**src/verilog/pitc_cfg.svh**
```systemverilog
/*
 * Offsets, field positions, reset values and widths of the
 * prioritised interrupt and transfer controller.
 * Assumes inclusion from the package and the module only.
 */
`ifndef PITC_CFG_SVH
`define PITC_CFG_SVH

// Widths
`define PITC_ADDR_W   24
`define PITC_CNT_W    8
`define PITC_LVL_W    4
`define PITC_NUM_W    7
`define PITC_CTL_W    12

// Register byte offsets
`define PITC_OFS_CTRL 12'h000
`define PITC_OFS_CHAN 12'h100
`define PITC_OFS_STAT 12'h200
`define PITC_OFS_MASK 12'h204
`define PITC_OFS_EDGE 12'h208

// Source control fields
`define PITC_F_LVL    3:0
`define PITC_F_EN     6
`define PITC_F_REQ    7
`define PITC_F_XFR    8
`define PITC_F_CH     11:9

// Channel mode fields
`define PITC_M_WORD   0
`define PITC_M_INC    2:1
`define PITC_M_CONT   3
`define PITC_INC_DST  2'h1
`define PITC_INC_SRC  2'h2

// Edge select codes
`define PITC_EDGE_RISE 0
`define PITC_EDGE_FALL 1

// Reset values
`define PITC_RST_CTRL 12'h000
`define PITC_RST_EDGE 16'h0000

`endif

```
**src/verilog/pitc_pkg.sv**
```systemverilog
/*
 * Types of the interrupt and transfer controller.
 * Assumes pitc_cfg.svh is on the include path.
 */
`include "pitc_cfg.svh"
package pitc_pkg;
  typedef enum logic [1:0] {ST_IDLE, ST_INT, ST_XFER} pitc_fsm_t;

  // One transfer channel
  typedef struct packed {
    logic [`PITC_ADDR_W-1:0] src;
    logic [`PITC_ADDR_W-1:0] dst;
    logic [`PITC_CNT_W-1:0]  cnt;
    logic [3:0]              mode;
  } pitc_chan_t;

  // Interrupt offered to the core
  typedef struct packed {
    logic [`PITC_ADDR_W-1:0] vec;
    logic [`PITC_LVL_W-1:0]  lvl;
    logic [`PITC_NUM_W-1:0]  num;
    logic                    sw;
  } pitc_int_t;

  // One-cycle move offered to the core
  typedef struct packed {
    logic [`PITC_ADDR_W-1:0] src;
    logic [`PITC_ADDR_W-1:0] dst;
    logic                    word;
    logic [2:0]              chan;
  } pitc_xfer_t;
endpackage : pitc_pkg

```
**src/verilog/pitc_top.sv**
```systemverilog
/*
 * Prioritised interrupt controller with eight event transfer
 * channels, fast edge inputs, software traps and an Avalon-MM
 * register slave. Assumes inputs synchronous to i_core_clk and a
 * core that acknowledges each offered interrupt or move.
 * The core must raise i_cpu_lvl while it serves an interrupt:
 * that compare is the only preemption gate. Source requests are
 * one-cycle pulses; fast inputs are sampled every clock.
 */
// Added by the designer: the Avalon-MM register port and the placing of the registers.
// Behaviour
// - start service within 5 to 12 clocks
// - each source: vectored or event transfer
// - transfer steals one core cycle only
// - move exactly one byte or word
// - increment source or destination pointer
// - count down unless continuous mode
// - count zero raises source vector interrupt
// - eight channels, own pointers, count, mode
// - per source request, enable, priority
// - sixteen priority levels
// - preempt only for strictly higher priority
// - distinct vector per source
// - fast inputs detect programmed edges
// - trap number selects software vector
// - software-set flag serviced like hardware
`timescale 1ns/1ps
`include "pitc_cfg.svh"
module pitc_top #(
  parameter int N_SRC = 16,
  parameter int N_EXT = 8,
  parameter int N_CH  = 8,
  // Arbitrary vector and trap bases
  parameter logic [`PITC_ADDR_W-1:0] VEC_BASE  = 24'h000000,
  parameter logic [`PITC_NUM_W-1:0]  TRAP_BASE = 7'h00
) (
  input  wire logic                    i_core_clk,      // Core clock
  input  wire logic                    i_rst_b,         // Async reset
  input  wire logic [11:0]             i_avs_address,   // Byte address
  input  wire logic                    i_avs_read,      // Read strobe
  input  wire logic                    i_avs_write,     // Write strobe
  input  wire logic [31:0]             i_avs_writedata, // Write data
  input  wire logic [3:0]              i_avs_byteenable,// Byte lanes
  output logic      [31:0]             o_avs_readdata,  // Read data
  output logic                         o_avs_waitrequest,// Stall
  input  wire logic [N_SRC-1:0]        i_src_req,       // Source pulses
  input  wire logic [N_EXT-1:0]        i_ext_pin,       // Fast inputs
  input  wire logic [`PITC_LVL_W-1:0]  i_cpu_lvl,       // Core level
  input  wire logic                    i_trap_valid,    // Trap pulse
  input  wire logic [`PITC_NUM_W-1:0]  i_trap_num,      // Trap number
  output logic                         o_int_valid,     // Offer int
  output pitc_pkg::pitc_int_t          o_int,           // Int data
  input  wire logic                    i_int_ack,       // Int taken
  output logic                         o_xfer_valid,    // Offer move
  output pitc_pkg::pitc_xfer_t         o_xfer,          // Move data
  input  wire logic                    i_xfer_ack,      // Move done
  output logic                         o_irq            // Status irq
);
  localparam int SRC_W = (N_SRC > 1) ? $clog2(N_SRC) : 1;
  localparam int CH_W  = (N_CH > 1) ? $clog2(N_CH) : 1;

  // All state in one word, reset to zero: idle, every source and
  // channel cleared, all edges off.
  typedef struct packed {
    pitc_pkg::pitc_fsm_t                    fsm;
    logic [N_SRC-1:0][`PITC_CTL_W-1:0]      ctrl;
    pitc_pkg::pitc_chan_t [N_CH-1:0]        ch;
    logic [N_CH-1:0]                        stat;
    logic [N_CH-1:0]                        mask;
    logic [2*N_EXT-1:0]                     edge_sel;
    logic [N_EXT-1:0]                       ext_q;
    logic                                   trap_pend;
    logic [`PITC_NUM_W-1:0]                 trap_num;
    logic [SRC_W-1:0]                       cur;
    logic                                   cur_sw;
    logic                                   ack;
    logic [31:0]                            rdata;
    pitc_pkg::pitc_int_t                    int_o;
    pitc_pkg::pitc_xfer_t                   xfer_o;
  } pitc_state_t;

  pitc_state_t               s;
  pitc_state_t               next_s;
  logic [N_SRC-1:0]          hw_set;
  logic [N_SRC-1:0]          clr;
  logic [N_CH-1:0]           stat_set;
  logic                      bus_req;
  logic                      wr_go;
  logic [SRC_W-1:0]          best_idx;
  logic [`PITC_LVL_W-1:0]    best_lvl;
  logic                      best_any;
  logic [CH_W-1:0]           win_ch;
  logic [CH_W-1:0]           cur_ch;
  logic [CH_W-1:0]           a_ch;
  logic [SRC_W-1:0]          a_src;
  pitc_pkg::pitc_chan_t      cc;
  logic [`PITC_ADDR_W-1:0]   step;

  // Byte-lane merge of a write into a stored word
  function automatic logic [31:0] merge(input logic [31:0] old,
                                        input logic [31:0] wd,
                                        input logic [3:0]  be);
    logic [31:0] m;
    m = {{8{be[3]}}, {8{be[2]}}, {8{be[1]}}, {8{be[0]}}};
    merge = (old & ~m) | (wd & m);
  endfunction : merge

  // Request sources: peripheral pulses plus edge hits on fast inputs
  // The previous pin sample resets low, so a pin idling high shows
  // one false rising edge after reset; edges reset off, so it sets no flag.
  genvar g;
  generate
    for (g = 0; g < N_SRC; g++) begin : g_src
      if (g < N_EXT) begin : g_ext
        logic rise;
        logic fall;
        assign rise = i_ext_pin[g] & ~s.ext_q[g];
        assign fall = ~i_ext_pin[g] & s.ext_q[g];
        assign hw_set[g] = i_src_req[g]
          | (rise & s.edge_sel[2*g+`PITC_EDGE_RISE])
          | (fall & s.edge_sel[2*g+`PITC_EDGE_FALL]);
      end else begin : g_int
        assign hw_set[g] = i_src_req[g];
      end
    end
  endgenerate

  // Arbiter: highest level among pending enabled, lowest index on tie
  // Scanning down and keeping ties lets the lowest index win.
  // Level 0 never beats the core level, so it works as off.
  always_comb begin
    best_idx = '0;
    best_lvl = '0;
    best_any = 1'b0;
    for (int i = N_SRC - 1; i >= 0; i--) begin
      if (s.ctrl[i][`PITC_F_REQ] && s.ctrl[i][`PITC_F_EN] &&
          (!best_any || s.ctrl[i][`PITC_F_LVL] >= best_lvl)) begin
        best_any = 1'b1;
        best_idx = SRC_W'(i);
        best_lvl = s.ctrl[i][`PITC_F_LVL];
      end
    end
  end

  // Bus handshake: one wait cycle then answer
  // First edge sets ack, ending the wait, and latches read data;
  // second edge clears ack and lands the write. Each access costs two
  // cycles, and a request still high after its answer starts a new one.
  assign bus_req           = i_avs_read | i_avs_write;
  assign wr_go             = i_avs_write & s.ack;
  assign o_avs_waitrequest = bus_req & ~s.ack;
  assign o_avs_readdata    = s.rdata;

  // Decoded indices
  // Pointer step: one for a byte, two for a word
  assign a_src  = SRC_W'(i_avs_address[11:2]);
  assign a_ch   = CH_W'(i_avs_address[7:4]);
  assign win_ch = CH_W'(s.ctrl[best_idx][`PITC_F_CH]);
  assign cur_ch = CH_W'(s.ctrl[s.cur][`PITC_F_CH]);
  assign cc     = s.ch[cur_ch];
  assign step   = cc.mode[`PITC_M_WORD] ? `PITC_ADDR_W'(2) : `PITC_ADDR_W'(1);

  // Core-side outputs
  // Valids are decoded from the state; the offer
  // data behind them comes from flip-flops.
  assign o_int_valid  = (s.fsm == pitc_pkg::ST_INT);
  assign o_xfer_valid = (s.fsm == pitc_pkg::ST_XFER);
  assign o_int        = s.int_o;
  assign o_xfer       = s.xfer_o;
  assign o_irq        = |(s.stat & s.mask);

  // Register map, byte offsets, 32-bit words:
  //   0x000+4*i  source i control
  //     [3:0]    priority level, 15 highest
  //     [5:4]    unused, read as zero
  //     [6]      enable
  //     [7]      request flag, hardware or software
  //     [8]      serve by move instead of vector
  //     [11:9]   transfer channel
  //   0x100+16*c channel c
  //     +0x0     source pointer
  //     +0x4     destination pointer
  //     +0x8     transfer count, 8 bits
  //     +0xc     mode
  //       [0]    word move, else byte move
  //       [2:1]  01 bumps destination, 10 source
  //       [3]    continuous, count left alone
  //   0x200      count-zero status, write one clears
  //   0x204      mask of the same layout, feeds o_irq
  //   0x208      edge select, two bits per fast input
  //     bit 2e   rising edge of input e
  //     bit 2e+1 falling edge of input e
  //   Other offsets read zero and ignore writes.

  // Service timing on the core side:
  //   edge k     a request flag is set
  //   edge k+1   the arbiter picks it, offer registered
  //   cycle k+2  o_int_valid or o_xfer_valid high
  //   ack edge   pointers, count and flag update
  //   An idle cycle follows every ack.
  // A pending trap goes ahead of every source.
  // A spent, non-continuous channel falls back to
  // the vector, so its request is never lost.
  // Channels stay writable during an offered move.
  // Vector = VEC_BASE + 4*index; number =
  // TRAP_BASE + index; a trap uses 4*number.
  // A move steals one core cycle; the program is
  // not suspended and no vector is taken.
  // Preemption comes only from i_cpu_lvl: an offer
  // already made is never replaced.

  // Next-state logic
  always_comb begin
    next_s   = s;
    clr      = '0;
    stat_set = '0;
    next_s.ext_q = i_ext_pin;
    next_s.ack   = bus_req & ~s.ack;

    // Read data, latched in the wait cycle
    // It then holds until the next read, so the
    // master can take it at its answer edge.
    if (!(i_avs_read && !s.ack)) begin
      next_s.rdata = s.rdata;
    end else if (i_avs_address < `PITC_OFS_CTRL + 12'(4 * N_SRC)) begin
      next_s.rdata = 32'(s.ctrl[a_src] & 12'hfcf);
    end else if (i_avs_address >= `PITC_OFS_CHAN &&
                 i_avs_address < `PITC_OFS_CHAN + 12'(16 * N_CH)) begin
      if (i_avs_address[3:2] == 2'h0) begin
        next_s.rdata = 32'(s.ch[a_ch].src);
      end else if (i_avs_address[3:2] == 2'h1) begin
        next_s.rdata = 32'(s.ch[a_ch].dst);
      end else if (i_avs_address[3:2] == 2'h2) begin
        next_s.rdata = 32'(s.ch[a_ch].cnt);
      end else begin
        next_s.rdata = 32'(s.ch[a_ch].mode);
      end
    end else if (i_avs_address == `PITC_OFS_STAT) begin
      next_s.rdata = 32'(s.stat);
    end else if (i_avs_address == `PITC_OFS_MASK) begin
      next_s.rdata = 32'(s.mask);
    end else if (i_avs_address == `PITC_OFS_EDGE) begin
      next_s.rdata = 32'(s.edge_sel);
    end else begin
      next_s.rdata = 32'h0000_0000;
    end

    // Software trap is held until offered
    // A second trap before the offer replaces the number.
    if (i_trap_valid) begin
      next_s.trap_pend = 1'b1;
      next_s.trap_num  = i_trap_num;
    end

    // Service sequencer
    case (s.fsm)
      pitc_pkg::ST_IDLE: begin
        if (s.trap_pend) begin
          next_s.int_o.vec = `PITC_ADDR_W'({s.trap_num, 2'b00});
          next_s.int_o.lvl = i_cpu_lvl;
          next_s.int_o.num = s.trap_num;
          next_s.int_o.sw  = 1'b1;
          next_s.cur_sw    = 1'b1;
          next_s.trap_pend = i_trap_valid;
          next_s.fsm       = pitc_pkg::ST_INT;
        end else if (best_any && best_lvl > i_cpu_lvl) begin
          next_s.cur    = best_idx;
          next_s.cur_sw = 1'b0;
          if (s.ctrl[best_idx][`PITC_F_XFR] &&
              (s.ch[win_ch].cnt != '0 ||
               s.ch[win_ch].mode[`PITC_M_CONT])) begin
            next_s.xfer_o.src  = s.ch[win_ch].src;
            next_s.xfer_o.dst  = s.ch[win_ch].dst;
            next_s.xfer_o.word = s.ch[win_ch].mode[`PITC_M_WORD];
            next_s.xfer_o.chan = 3'(win_ch);
            next_s.fsm         = pitc_pkg::ST_XFER;
          end else begin
            next_s.int_o.vec = VEC_BASE +
              `PITC_ADDR_W'({best_idx, 2'b00});
            next_s.int_o.lvl = best_lvl;
            next_s.int_o.num = TRAP_BASE + `PITC_NUM_W'(best_idx);
            next_s.int_o.sw  = 1'b0;
            next_s.fsm       = pitc_pkg::ST_INT;
          end
        end
      end
      pitc_pkg::ST_INT: begin
        if (i_int_ack) begin
          clr[s.cur] = ~s.cur_sw;
          next_s.fsm = pitc_pkg::ST_IDLE;
        end
      end
      pitc_pkg::ST_XFER: begin
        if (i_xfer_ack) begin
          if (cc.mode[`PITC_M_INC] == `PITC_INC_SRC) begin
            next_s.ch[cur_ch].src = cc.src + step;
          end else if (cc.mode[`PITC_M_INC] == `PITC_INC_DST) begin
            next_s.ch[cur_ch].dst = cc.dst + step;
          end
          if (!cc.mode[`PITC_M_CONT]) begin
            next_s.ch[cur_ch].cnt = cc.cnt - `PITC_CNT_W'(1);
          end
          // Last move keeps the flag so the vector follows
          if (!cc.mode[`PITC_M_CONT] && cc.cnt == `PITC_CNT_W'(1)) begin
            stat_set[cur_ch] = 1'b1;
          end else begin
            clr[s.cur] = 1'b1;
          end
          next_s.fsm = pitc_pkg::ST_IDLE;
        end
      end
      default: begin
        next_s.fsm = pitc_pkg::ST_IDLE;
      end
    endcase

    // Register writes
    if (!wr_go) begin
      next_s.stat = s.stat;
    end else if (i_avs_address < `PITC_OFS_CTRL + 12'(4 * N_SRC)) begin
      next_s.ctrl[a_src] = 12'(merge(32'(s.ctrl[a_src]), i_avs_writedata,
                                     i_avs_byteenable));
    end else if (i_avs_address >= `PITC_OFS_CHAN &&
                 i_avs_address < `PITC_OFS_CHAN + 12'(16 * N_CH)) begin
      if (i_avs_address[3:2] == 2'h0) begin
        next_s.ch[a_ch].src = `PITC_ADDR_W'(merge(32'(s.ch[a_ch].src),
                                i_avs_writedata, i_avs_byteenable));
      end else if (i_avs_address[3:2] == 2'h1) begin
        next_s.ch[a_ch].dst = `PITC_ADDR_W'(merge(32'(s.ch[a_ch].dst),
                                i_avs_writedata, i_avs_byteenable));
      end else if (i_avs_address[3:2] == 2'h2) begin
        next_s.ch[a_ch].cnt = `PITC_CNT_W'(merge(32'(s.ch[a_ch].cnt),
                                i_avs_writedata, i_avs_byteenable));
      end else begin
        next_s.ch[a_ch].mode = 4'(merge(32'(s.ch[a_ch].mode),
                                i_avs_writedata, i_avs_byteenable));
      end
    end else if (i_avs_address == `PITC_OFS_STAT) begin
      next_s.stat = s.stat & ~N_CH'(i_avs_writedata & {{24{1'b0}},
                    {8{i_avs_byteenable[0]}}});
    end else if (i_avs_address == `PITC_OFS_MASK) begin
      next_s.mask = N_CH'(merge(32'(s.mask), i_avs_writedata,
                                i_avs_byteenable));
    end else if (i_avs_address == `PITC_OFS_EDGE) begin
      next_s.edge_sel = (2*N_EXT)'(merge(32'(s.edge_sel), i_avs_writedata,
                                         i_avs_byteenable));
    end

    // Flags: service clears, new hardware events win over any clear
    // A last move and a status write in one cycle
    // leave the status bit set.
    for (int i = 0; i < N_SRC; i++) begin
      if (clr[i]) begin
        next_s.ctrl[i][`PITC_F_REQ] = 1'b0;
      end
      if (hw_set[i]) begin
        next_s.ctrl[i][`PITC_F_REQ] = 1'b1;
      end
      next_s.ctrl[i][5:4] = 2'b00;
    end
    next_s.stat = next_s.stat | stat_set;
  end

  // State register
  // One register for the whole state word
  always_ff @(posedge i_core_clk or negedge i_rst_b) begin
    if (!i_rst_b) begin
      s <= '0;
    end else begin
      s <= next_s;
    end
  end
endmodule : pitc_top
```
**config.mk**
```make
export PLATFORM = sky130hd
export DESIGN_NAME = pitc_top
export DESIGN_NICKNAME = d
export VERILOG_FILES = /design/src/verilog/pitc_pkg.sv /design/src/verilog/pitc_top.sv
export VERILOG_INCLUDE_DIRS = /design/src /design/src/verilog
export SDC_FILE = /design/constraint.sdc
export NUM_CORES = 2
export LEC_CHECK = 0
export BUFFER_PORTS_ARGS = -buffer_cell sky130_fd_sc_hd__buf_2
export CAP_MARGIN = 20
export CORE_MARGIN = 2
export CORE_UTILIZATION = 50
export CTS_BUF_LIST = sky130_fd_sc_hd__clkbuf_4 sky130_fd_sc_hd__clkbuf_8
export CTS_CLUSTER_SIZE = 28
export DETAILED_ROUTE_END_ITERATION = 7
export GPL_TIMING_DRIVEN = 1
export PLACE_DENSITY = 0.69
export SETUP_SLACK_MARGIN = 0.4
export SLEW_MARGIN = 30
export SYNTH_ARGS = -nofsm -noshare
export SYNTH_HDL_FRONTEND = slang
export SYNTH_SLANG_ARGS = --single-unit
```
**constraint.sdc**
```tcl
create_clock -name i_core_clk -period 66.9 [get_ports i_core_clk]
set_clock_uncertainty 0.1 [all_clocks]
set_input_delay 13.38 -clock i_core_clk [delete_from_list [all_inputs] [get_ports i_core_clk]]
set_output_delay 13.38 -clock i_core_clk [all_outputs]
set_load 0.02 [all_outputs]
```
==> metrics.md <==
| Metric | Value |
|---|---|
| Critical Path Most Common Cell | `ha_1` |
| RSZ-0062 raised after global routing | `no` |
| Post-synth top flop | `dfrtp_1` |
| Total gr overflow | `0` |
| Die Ht | `326.9 um` |
| Max clock buf depth | `3` |
| Reg2Reg Capture Point | `o_xfer[49]` |
| Clk_lat worst skew | `between 0.8 and 0.9 ns` |
| GRT Max-Usage Layer | `met2` |
| CTS tree | `done` |
| Ports | `~210` |
| CTS Hold Bufs | `0` |
| Largest net degree at the start of global routing | `about 150` |
| GRT Total Usage | `between 30% and 40%` |
| Routed vias | `45710` |
| Final Hold Fails | `0` |
| Post-CTS setup buffers | `0` |
| Initial DRC Count | `6363` |
| Cell Area, Synth | `52120 um2` |
| Leak | `about 24 nW` |
| Initial antenna violation count | `15` |
| GR Util met3 | `10.58%` |
| Max-slew violation count | `0` |
| Detail Route Antenna Nets | `0` |
| DRT Pass-1 Iters | `6` |
| Layout cells sized above 1 | `about a fifth` |
| Placed cell areas | `53640 um2` |
| Pwr/cell area | `just under 20 nW/um2` |
| Slew margin rel. | `30.92%` |
| Met1 usage | `a little under half` |
| Vias in the first global route | `roughly 44000` |
| YS warnings | `0` |
| R2r worst-path depth | `116` |
| Core Rows | `118` |
| Critical path required time | `67.54 ns` |
| Met2 GRT Util | `50.71%` |
| Setup TNS Final | `0 ns` |
| CTS buffer count | `between 100 and 150` |
| Arr. time, crit path | `30.59 ns` |
| Via density | `6.719` |
| Peak VDD IR | `0.01737 mV` |
| CP peak stage delay | `~0.63 ns` |
| H-tree levels | `4` |
| Effective utilization at floorplan | `50.36%` |
| Critical path capture point type | `register` |
| DR WL/cell | `27.97 um` |
| Post-DP HPWL | `between 100000 and 150000 um` |
| Clock Sinks | `between 700 and 800` |
| Crit path launch | `s[841]` |
| EDFF count, synth | `0` |
| Worst hold margin | `about 0.37 ns` |
| Max frequency | `roughly 33 MHz` |
| Yosys reg bits | `784` |
| WS Path Type | `reg -> reg` |
| Least-Margin Pin Slew | `1.036 ns` |
| Distinct cell type count after synthesis | `90` |
| Worst-path clk slew | `0.06 ns` |
| Status | `completed` |
| Final Util | `54.92%` |
| Worst-path fanout max | `30` |
| Post-Syn Area per Cell | `9.718 um2` |
| Post-Synthesis Cells | `5363` |
| Crit path max-delay cell type | `o41ai_4` |
| Type of origin of the critical path | `register` |
| Register area share after synthesis | `37.64%` |
| Finished Cell Area | `56840 um2` |
| Final min period | `29.95 ns` |
| Area grow syn2layout | `9.063%` |
| Core Area | `103500 um2` |
| Layout Nets | `5466` |
| Buffers added on ports | `approximately 180` |
| Clock root cell | `clkbuf_8` |
| Detailed Route WL | `190300 um` |
| Fillers | `8977` |
| Post-cts gate resize count | `0` |
| Setup crit end | `o_xfer[49]` |
| Reg2reg start | `s[841]` |
| Final setup violation count | `0` |
| Class of the worst hold path | `reg -> reg` |
| GPL Wtd Cong | `0.9563` |
| FF-to-FF setup slack | `36.95 ns` |
| Share of flip-flops with an asynchronous set or reset | `100.0%` |
| DRC | `0` |
| Die Wd | `326.9 um` |
| First-pass GRT wire length | `283200 um` |
| Full die area | `106800 um2` |
| Maxcap violations | `0` |
| Final worst path period share | `about 45%` |
-- area by class of cell --
class | instances | area [um2] | share of cell area [%]
Antenna cell | 6 | 15.01 | 0.02642
Clock buffer | 221 | 2779 | 4.889
Clock inverter | 37 | 377.9 | 0.6648
Inverter | 110 | 412.9 | 0.7264
Multi-Input combinational cell | 3973 | 30000 | 52.78
Sequential cell | 784 | 19620 | 34.52
Tap cell | 1380 | 1727 | 3.038
Timing Repair Buffer | 292 | 1911 | 3.361
-- synthesized netlist by cell type (all sizes together) (14+ instances only) --
library cell,count,share of area [%]
nor4,19,0.23
nand2,670,4.8
and3,22,0.26
inv,110,0.79
mux2i,632,12
xor2,18,0.30
a22oi,121,1.7
xnor2,32,0.54
a21oi,272,2.6
a22o,23,0.39
o211ai,122,1.8
nor2,335,2.4
and2,20,0.24
clkbuf,290,2.1
nand3,46,0.45
nor2b,82,0.98
o221ai,14,0.25
a31oi,23,0.28
ha,69,1.7
mux2,231,5.1
mux4,204,8.8
nand2b,48,0.58
a211oi,70,1.0
dfrtp,784,38
a221oi,45,0.76
or3,21,0.25
buf,230,2.8
a21o,21,0.30
nor3,51,0.52
o21ai,534,5.1
o22ai,70,0.85
-- critical path, delay by kind of cell, from the launching register on --
family | cells | cell delay, ns
DFF | 1 | 0.54
buffers and inverters | 9 | 2.48
muxes | 18 | 6.76
and+or+nand+nor | 31 | 4.80
adders and majority gates | 15 | 4.08
AOI/OAI and AO/OA | 43 | 10.90
-- cell families (layout without fill, tap and decap cells) --
logic type / after synthesis / after routing / share of synthesized area (%)
AO/OA/AOI/OAI: 1395 / 1395 / 16.55
AND/OR/NAND/NOR: 1363 / 1363 / 11.44
multiplexers: 1067 / 1067 / 26.10
flip-flops: 784 / 784 / 37.64
buffers and inverters: 630 / 660 / 5.651
adder cells (fa/ha/maj): 73 / 73 / 1.772
XOR/XNOR: 50 / 50 / 0.8403
other: 1 / 31 / 0.007195
-- metal layers --
layer  up-vias  wire, um
met1     22350     73480
met4        20     11230
met2      3214     81490
li1      19450         -
met3       675     23910
met5         -       140
-- how the worst min path moves through the flow --
stage	start	to	cells after the start
final	o_avs_readdata[11]	o_avs_readdata[11]	2
after global routing	o_avs_readdata[18]	o_avs_readdata[18]	2
after CTS	o_avs_readdata[11]	o_avs_readdata[11]	2
after detailed placement	o_avs_readdata[11]	o_avs_readdata[11]	2
after global placement	o_avs_readdata[11]	o_avs_readdata[11]	2
after floorplan	s[121]	s[121]	2
-- per-stage QoR --
step,setup WS (ns),total power [mW],std cells
2_1_floorplan,39.71,0.5772,5387
3_3_place_gp,37.91,0.6152,6532
3_5_place_dp,37.60,0.6174,6537
4_1_cts,37.41,1.126,6795
5_1_grt,35.49,1.159,6799
6_report,36.95,1.125,6803
-- placed cells by master (no fill, tap or decap), drive strengths merged, types with 19 or more instances in the layout --
| cell type | synthesis | final |
|---|---|---|
| o211ai | 122 | 122 |
| a22oi | 121 | 121 |
| a211oi | 70 | 70 |
| and2 | 20 | 20 |
| a22o | 23 | 23 |
| a31oi | 23 | 23 |
| conb | 1 | 25 |
| nand2b | 48 | 48 |
| inv | 110 | 116 |
| buf | 230 | 292 |
| nor3 | 51 | 51 |
| nor2b | 82 | 82 |
| mux2i | 632 | 632 |
| and3 | 22 | 22 |
| or3 | 21 | 21 |
| o21ai | 534 | 534 |
| nand2 | 670 | 670 |
| clkinv | 0 | 19 |
| a21oi | 272 | 272 |
| mux2 | 231 | 231 |
| a221oi | 45 | 45 |
| a21o | 21 | 21 |
| o22ai | 70 | 70 |
| nor4 | 19 | 19 |
| nor2 | 335 | 335 |
| nand3 | 46 | 46 |
| ha | 69 | 69 |
| mux4 | 204 | 204 |
| clkbuf | 290 | 221 |
| dfrtp | 784 | 784 |
| xnor2 | 32 | 32 |
-- sequential cells by signal, indices dropped and copies added, names as in the netlist --
register and flops:
o_avs_readdata 24, o_int 12, s 696, o_xfer 52
-- power by group --
group          internal (mW)  total [mW]  switching [mW]
combinational         0.0369       0.121          0.0838
sequential             0.483       0.492         0.00900
clock                  0.289       0.512           0.224
total                  0.808        1.12           0.316
(Power assumes the default switching activity.)
